### config.mk
export PLATFORM = sky130hd
export DESIGN_NAME = lmm_top
export DESIGN_NICKNAME = d
export VERILOG_FILES = /design/src/logic/lmm_edge_flag.v /design/src/logic/lmm_top.v
export VERILOG_INCLUDE_DIRS = /design/src /design/src/logic
export SDC_FILE = /design/constraint.sdc
export NUM_CORES = 1
export LEC_CHECK = 0
export BUFFER_PORTS_ARGS = -buffer_cell sky130_fd_sc_hd__buf_4
export CAP_MARGIN = 20
export CORE_AREA = 2 2 129 131
export DETAILED_ROUTE_END_ITERATION = 7
export DIE_AREA = 0 0 131 133
export SYNTH_ARGS = -nofsm -noshare
export SYNTH_HDL_FRONTEND = slang
export SYNTH_SLANG_ARGS = --single-unit
### constraint.sdc
create_clock -name ref_clk -period 5.3 [get_ports ref_clk]
set_clock_uncertainty 0.2 [all_clocks]
set_input_delay 0.53 -clock ref_clk [delete_from_list [all_inputs] [get_ports ref_clk]]
set_output_delay 0.53 -clock ref_clk [all_outputs]
set_load 0.05 [all_outputs]
### src/logic/lmm_map.vh
`ifndef LMM_MAP_VH
`define LMM_MAP_VH
// register offsets
`define LMM_ADDR_LIN_MASK 8'h23
`define LMM_ADDR_MEAS_SEL 8'h24
`define LMM_ADDR_LOAD_HI 8'h25
`define LMM_ADDR_LOAD_LO 8'h26
// flag, status and ready registers, and the ready mask
`define LMM_ADDR_LIN_FLAGS 8'h27
`define LMM_ADDR_LIN_STAT 8'h28
`define LMM_ADDR_MEAS_FLAG 8'h29
`define LMM_ADDR_MEAS_MASK 8'h2a
// mask fields
`define LMM_BIT_L1_FALL 7
`define LMM_BIT_L1_RISE 6
`define LMM_BIT_L1_OC 4
`define LMM_BIT_L0_FALL 3
`define LMM_BIT_L0_RISE 2
`define LMM_BIT_L0_OC 0
`define LMM_LIN_MASK_WMASK 8'hdd
// flag and status fields
`define LMM_BIT_L1_PG 3
`define LMM_BIT_L0_PG 2
`define LMM_BIT_L1_OCF 1
`define LMM_BIT_L0_OCF 0
// reset values
`define LMM_RST_LIN_MASK 8'h00
`define LMM_RST_MEAS_SEL 8'h00
`define LMM_RST_LOAD 9'h000
// measurement timing
`define LMM_MEAS_CYCLES 8'h40
`endif

### src/logic/lmm_edge_flag.v
`timescale 1ns/1ps
// one sticky flag with edge detection and masking
module lmm_edge_flag (
    // clock and reset
    input wire ref_clk,
    input wire rst,
    // event source
    input wire level_in,
    input wire rise_mask,
    input wire fall_mask,
    // software clear
    input wire clr,
    // flag
    output reg flag_ff
);
    reg prev_ff;
    wire hit;
    assign hit = (level_in & ~prev_ff & ~rise_mask) | (~level_in & prev_ff & ~fall_mask);
    always @(posedge ref_clk)
    begin
        if (rst)
        begin
            // track the pin so release gives no false edge
            prev_ff <= level_in;
            flag_ff <= 1'h0;
        end
        else
        begin
            prev_ff <= level_in;
            // set wins over clear
            if (hit)
                flag_ff <= 1'h1;
            else if (clr)
                flag_ff <= 1'h0;
        end
    end
endmodule // lmm_edge_flag

### src/logic/lmm_top.v
`timescale 1ns/1ps
`include "lmm_map.vh"
module lmm_top (
    // clock and reset
    input wire ref_clk,
    input wire rst,
    // register port
    input wire [7:0] reg_addr,
    input wire [7:0] reg_wdata,
    input wire reg_wr,
    input wire reg_rd,
    output reg [7:0] reg_rdata_ff,
    // regulator live conditions
    input wire lin0_pg_in,
    input wire lin1_pg_in,
    input wire lin0_oc_in,
    input wire lin1_oc_in,
    // buck current samples, 9 bits at 20 mA per count
    input wire [8:0] buck0_cur,
    input wire [8:0] buck1_cur,
    input wire buck_dual_phase,
    input wire buck1_is_master,
    // interrupt and measurement state
    output reg irq_ff,
    output reg meas_busy_ff
);
    // measurement states
    localparam ST_IDLE = 1'h0;
    localparam ST_RUN = 1'h1;

    // register file
    reg [7:0] lin_mask_ff;
    reg [7:0] meas_sel_ff;
    reg [8:0] load_ff;
    reg meas_flag_ff;
    reg meas_mask_ff;
    // measurement engine
    reg state_ff;
    reg [7:0] cnt_ff;
    reg [15:0] acc_ff;
    reg sel_ff;
    // next values
    reg nxt_state;
    reg [7:0] nxt_cnt;
    reg [15:0] nxt_acc;
    reg [8:0] nxt_load;
    reg nxt_meas_flag;
    reg nxt_busy;
    reg nxt_irq;
    reg [7:0] nxt_rdata;
    reg [9:0] sample;
    // decoded strobes and helpers
    wire wr_mask;
    wire wr_sel;
    wire wr_flags;
    wire wr_mflag;
    wire wr_mmask;
    wire [3:0] lin_flags;
    wire [3:0] lin_stat;
    wire [15:0] acc_sum;
    wire [8:0] avg;
    wire last_sample;
    wire sel_master;
    wire lin_pending;
    wire meas_pending;

    assign wr_mask = reg_wr && (reg_addr == `LMM_ADDR_LIN_MASK);
    assign wr_sel = reg_wr && (reg_addr == `LMM_ADDR_MEAS_SEL);
    assign wr_flags = reg_wr && (reg_addr == `LMM_ADDR_LIN_FLAGS);
    assign wr_mflag = reg_wr && (reg_addr == `LMM_ADDR_MEAS_FLAG);
    assign wr_mmask = reg_wr && (reg_addr == `LMM_ADDR_MEAS_MASK);

    // status follows live levels only
    assign lin_stat = {lin1_pg_in, lin0_pg_in, lin1_oc_in, lin0_oc_in};

    // lin1 power good flag
    lmm_edge_flag u_l1_pg (
        .ref_clk(ref_clk),
        .rst(rst),
        .level_in(lin1_pg_in),
        .rise_mask(lin_mask_ff[`LMM_BIT_L1_RISE]),
        .fall_mask(lin_mask_ff[`LMM_BIT_L1_FALL]),
        .clr(wr_flags & reg_wdata[`LMM_BIT_L1_PG]),
        .flag_ff(lin_flags[`LMM_BIT_L1_PG])
    );
    // lin0 power good flag
    lmm_edge_flag u_l0_pg (
        .ref_clk(ref_clk),
        .rst(rst),
        .level_in(lin0_pg_in),
        .rise_mask(lin_mask_ff[`LMM_BIT_L0_RISE]),
        .fall_mask(lin_mask_ff[`LMM_BIT_L0_FALL]),
        .clr(wr_flags & reg_wdata[`LMM_BIT_L0_PG]),
        .flag_ff(lin_flags[`LMM_BIT_L0_PG])
    );
    // lin1 overcurrent flag, rising only
    lmm_edge_flag u_l1_oc (
        .ref_clk(ref_clk),
        .rst(rst),
        .level_in(lin1_oc_in),
        .rise_mask(lin_mask_ff[`LMM_BIT_L1_OC]),
        .fall_mask(1'b1),
        .clr(wr_flags & reg_wdata[`LMM_BIT_L1_OCF]),
        .flag_ff(lin_flags[`LMM_BIT_L1_OCF])
    );
    // lin0 overcurrent flag, rising only
    lmm_edge_flag u_l0_oc (
        .ref_clk(ref_clk),
        .rst(rst),
        .level_in(lin0_oc_in),
        .rise_mask(lin_mask_ff[`LMM_BIT_L0_OC]),
        .fall_mask(1'b1),
        .clr(wr_flags & reg_wdata[`LMM_BIT_L0_OCF]),
        .flag_ff(lin_flags[`LMM_BIT_L0_OCF])
    );

    // sample choice by phase role
    assign sel_master = ~buck_dual_phase | (sel_ff == buck1_is_master);
    always @*
    begin
        sample = 10'h000;
        if (buck_dual_phase && sel_master)
            sample = {1'b0, buck0_cur} + {1'b0, buck1_cur};
        else if (sel_ff)
            sample = {1'b0, buck1_cur};
        else
            sample = {1'b0, buck0_cur};
    end

    // running sum holds this cycle's sample too
    assign acc_sum = acc_ff + {6'h00, sample};
    assign last_sample = (state_ff == ST_RUN) && (cnt_ff == 8'h01);
    // divide by 64, saturating at 9 bits
    assign avg = (acc_sum[15:6] > 10'h1ff) ? 9'h1ff : acc_sum[14:6];

    // measurement sequencer
    always @*
    begin
        nxt_state = state_ff;
        nxt_cnt = cnt_ff;
        nxt_acc = acc_ff;
        nxt_load = load_ff;
        case (state_ff)
            ST_IDLE:
            begin
                if (wr_sel)
                begin
                    nxt_state = ST_RUN;
                    nxt_cnt = `LMM_MEAS_CYCLES;
                    nxt_acc = 16'h0000;
                end
            end
            ST_RUN:
            begin
                if (wr_sel)
                begin
                    // restart drops the running window
                    nxt_cnt = `LMM_MEAS_CYCLES;
                    nxt_acc = 16'h0000;
                end
                else if (last_sample)
                begin
                    nxt_state = ST_IDLE;
                    nxt_cnt = 8'h00;
                    nxt_load = avg;
                end
                else
                begin
                    nxt_cnt = cnt_ff - 8'h01;
                    nxt_acc = acc_sum;
                end
            end
            default:
            begin
                nxt_state = ST_IDLE;
                nxt_cnt = 8'h00;
            end
        endcase
    end

    // busy follows the sequencer
    always @*
    begin
        nxt_busy = 1'h0;
        if (nxt_state == ST_RUN)
            nxt_busy = 1'h1;
    end

    // ready flag, set wins over clear
    always @*
    begin
        nxt_meas_flag = meas_flag_ff;
        if (last_sample && !wr_sel)
            nxt_meas_flag = 1'h1;
        else if (wr_mflag && reg_wdata[0])
            nxt_meas_flag = 1'h0;
    end

    // interrupt request
    assign lin_pending = |lin_flags;
    assign meas_pending = meas_flag_ff & ~meas_mask_ff;
    always @*
    begin
        nxt_irq = lin_pending | meas_pending;
    end

    // mask registers
    always @(posedge ref_clk)
    begin
        if (rst)
        begin
            lin_mask_ff <= `LMM_RST_LIN_MASK;
            meas_mask_ff <= 1'h0;
        end
        else
        begin
            if (wr_mask)
                lin_mask_ff <= reg_wdata & `LMM_LIN_MASK_WMASK;
            if (wr_mmask)
                meas_mask_ff <= reg_wdata[0];
        end
    end

    // select register
    always @(posedge ref_clk)
    begin
        if (rst)
        begin
            meas_sel_ff <= `LMM_RST_MEAS_SEL;
            sel_ff <= 1'h0;
        end
        else if (wr_sel)
        begin
            meas_sel_ff <= reg_wdata;
            sel_ff <= reg_wdata[0];
        end
    end

    // measurement engine and result
    always @(posedge ref_clk)
    begin
        if (rst)
        begin
            state_ff <= ST_IDLE;
            cnt_ff <= 8'h00;
            acc_ff <= 16'h0000;
            load_ff <= `LMM_RST_LOAD;
            meas_flag_ff <= 1'h0;
        end
        else
        begin
            state_ff <= nxt_state;
            cnt_ff <= nxt_cnt;
            acc_ff <= nxt_acc;
            load_ff <= nxt_load;
            meas_flag_ff <= nxt_meas_flag;
        end
    end

    // read mux
    always @*
    begin
        case (reg_addr)
            `LMM_ADDR_LIN_MASK: nxt_rdata = lin_mask_ff;
            `LMM_ADDR_MEAS_SEL: nxt_rdata = meas_sel_ff;
            `LMM_ADDR_LOAD_HI: nxt_rdata = {7'h00, load_ff[8]};
            `LMM_ADDR_LOAD_LO: nxt_rdata = load_ff[7:0];
            `LMM_ADDR_LIN_FLAGS: nxt_rdata = {4'h0, lin_flags};
            `LMM_ADDR_LIN_STAT: nxt_rdata = {4'h0, lin_stat};
            `LMM_ADDR_MEAS_FLAG: nxt_rdata = {7'h00, meas_flag_ff};
            `LMM_ADDR_MEAS_MASK: nxt_rdata = {7'h00, meas_mask_ff};
            default: nxt_rdata = 8'h00;
        endcase
    end

    always @(posedge ref_clk)
    begin
        if (rst)
        begin
            reg_rdata_ff <= 8'h00;
            irq_ff <= 1'h0;
            meas_busy_ff <= 1'h0;
        end
        else
        begin
            if (reg_rd)
                reg_rdata_ff <= nxt_rdata;
            irq_ff <= nxt_irq;
            meas_busy_ff <= nxt_busy;
        end
    end
endmodule // lmm_top

==> out/qor.yml <==
min_path_type: "primary input to flip-flop"
grt_max_degree: 64
vias_per_cell: 4.785
cpPeakStageDelay_ns: 0.48
cts_resized: 0
setup_slack_ns: 1.148
maxCapViolations: 0
synth-async-reset-ratio_pct: 0
period_share_pct: 78.35
grt_first_pass_wirelength_mm: 16.44
r2r-end: "acc_ff[14]"
yosysSeqAreaShare_pct: 33.97
total_power_w: 0.001278
syn2layout_area_growth_pct: 22.78
reg2reg_depth: 12
numCtsBuffers: 9
ir_drop_v: 0.0001627
antenna_found_initial: 0
synth_area_sq_um: 3949
worstSetupEndpointType: "flip-flop"
clockPowerShare_pct: 48.9
p_switching_w: 0.0003330
hp-start: "lin0_oc_in"
finalHoldViolCount: 0
fp.dieArea_sq_um: 17420
grt_usage_pct: 11.87
h-tree-depth: 3
tightestPinTransition_ns: 0.6764
intPower_w: 0.0009447
drc: 0
core_sq_um: 16170
tns_ns: 0
clkLatencyLatePin_ns: 0.34
combPwrFrac_pct: 11.0
synth.most_common_cell: "nor2_1"
path_class: "primary input to flip-flop"
ant_nets: 0
cpMaxStageDelayCell: "mux2i_2"
start_util_pct: 24.42
pre_cts_slack_ns: 0.9189
reg2reg_slack_ns: 1.86
drt_wl_total_mm: 10.13
crit_arrival_ns: 4.15
vias: 3555
fmax_ghz: 0.2408
p_leak_nw: 1.798
min_period_ns: 4.152
syn_nets: 543
worstPathCellList: "buf_4 > ha_1 > fa_1 > a21o_1 > a21oi_1 > o21ai_0 > a21oi_1 > xor2_1 > o21ai_0 > ha_1 > a211oi_1 > o22ai_1 > o21ai_1 > mux2i_2 > a211oi_1"
rsz0062_at_grt: "false"
synth_top_flop_cell: "dfxtp_1"
start_kind: "primary input"
row_count: 47
die_h_um: 133
synthDistinctLibCells: 59
status: "finished, final reports clean"
die_w_um: 131
ios: 54
synth_top_area_cell: "dfxtp_1"
crit_required_ns: 5.29
portBuffers: 53
worst_hold_slack_ns: 0.1094
drt_iter0_markers: 234
root_buffer: "clkbuf_16"
setup_viol: 0
final_nets: 587
drv_slew: 0
cp-startpoint: "buck0_cur[0]"
syn_area_per_cell_sq_um: 8.331
dr.pass1.iters: 5
dp_hpwl_mm: 7.278
relSlewSlack_pct: 54.91
dpl-instance-area_sq_um: 4541
hold_buffers: 0
cts_buffer_depth: 2
synthTopCellsByCount: "nor2_1 (76), dfxtp_1 (67), a21oi_1 (46)"
yosys_warnings: 0
synthTopCellsByArea: "dfxtp_1 (34%), ha_1 (7.3%), nor2_1 (7.2%)"
wl_per_cell_um: 13.64
synth_seq_cells: 67
grt_pass1_vias: 3277
syn_inst: 474
grt_overflow: 0
fin_area_sq_um: 4848
yosys.area.top_type_share_pct: 33.97
globalplace.congestion: 0.8064
layout-drive-gt1-share_pct: 16.06
seqPwrFrac_pct: 40.1
synth-edff-count: 0
clock-sinks: 67
r2r_start: "meas_sel_ff[0]"
antennaDiodeCount: 0
post_cts_buffers: 0
cts_tree: "yes"
switching_share_pct: 26.07
power_density_nw_per_um2: 263.5
holdPathEnd: "u_l0_oc.prev_ff"
clk_pin_slew_worst_paths_ns: 0.06
worstPathMaxFanout: 8
worstHoldPathCells: 1
-- state kept, by name (all words and copies together) (netlist names) --
name,flops
irq_ff,1
u_l1_oc.flag_ff,1
meas_flag_ff,1
u_l0_pg.flag_ff,1
meas_sel_ff,8
u_l0_oc.prev_ff,1
reg_rdata_ff,8
load_ff,9
u_l1_oc.prev_ff,1
u_l1_pg.flag_ff,1
u_l1_pg.prev_ff,1
state_ff,1
lin_mask_ff,6
u_l0_pg.prev_ff,1
cnt_ff,8
meas_mask_ff,1
acc_ff,16
u_l0_oc.flag_ff,1
-- logic make-up after synthesis --
group                      count (synthesis)  share of synthesized area [%]
adders and majority gates                 25                          8.302
DFF                                       67                          33.97
xor gates and xnor gates                  27                          5.989
AOI/OAI and AO/OA                        126                          20.82
muxes                                     19                          5.038
and+or+nand+nor                          178                          22.50
buffers and inverters                     32                          3.390
-- worst max path at each step --
stage / end / slack (ns) / cells after the start
after global placement: load_ff[1] / 0.96 / 15
after CTS: load_ff[7] / 1.26 / 15
after floorplan: load_ff[4] / 1.41 / 15
after global routing: load_ff[7] / 0.95 / 15
after detailed placement: load_ff[7] / 0.92 / 15
final: load_ff[7] / 1.15 / 15
-- stage by stage --
step                instances  utilization (%)
floorplan                 474                -
global placement          727            28.08
detailed placement        727            28.08
CTS                       743            29.98
global route              743            29.98
finish                    743            29.98
-- final cells by class --
type	count	area [sq um]
clock inverter	7	82.58
inverter	10	37.54
timing repair buffer	55	412.9
sequential	67	1341
multi-input combinational	375	2474
clock buffer	9	225.2
tap	220	275.3
fill	1738	11320
-- cells in the final DEF, fill, tap and decap left out, drive strengths merged, types with 4 or more instances in the layout --
master	netlist	layout
nor2b	4	4
buf	7	55
and2	4	4
a21oi	46	46
nand3	18	18
o21ai	17	17
xor2	18	18
a22oi	9	9
nor3b	6	6
o211ai	4	4
inv	10	14
clkbuf	15	9
a211oi	13	13
dfxtp	67	67
mux2	4	4
xnor2	9	9
nor3	6	6
a222oi	4	4
nor2	76	76
nand3b	4	4
nand2b	7	7
mux2i	15	15
ha	23	23
a311oi	6	6
nand2	32	32
-- layer usage --
metal	up-vias	wire (um)	part of all wire, %	track usage, %
met2	88	4444	44	17.88
met4	0	163	1.6	3.369
met3	13	547	5.4	3.558
met5	-	0	0	0
met1	1646	4978	49	16.38
li1	1808	-	-	-
-- worst max-delay path: cells and delay by family --
kind,cells,cell delay (ns)
AO/OA/AOI/OAI,9,1.85
adder cells (fa/ha/maj),3,1.03
multiplexers,1,0.48
XOR/XNOR,1,0.14
buffers and inverters,1,0.11
-- power by group through the flow --
stage / Clock, W / Combinational [W] / Sequential [W]
CTS: 0.000636 / 0.000141 / 0.000512
global placement: 0 / 0.000141 / 0.000523
detailed placement: 0 / 0.000140 / 0.000523
floorplan: 0 / 0.0000859 / 0.000525
global route: 0.000658 / 0.000157 / 0.000513
finish: 0.000625 / 0.000141 / 0.000512
Power figures use the tool's default switching activity.
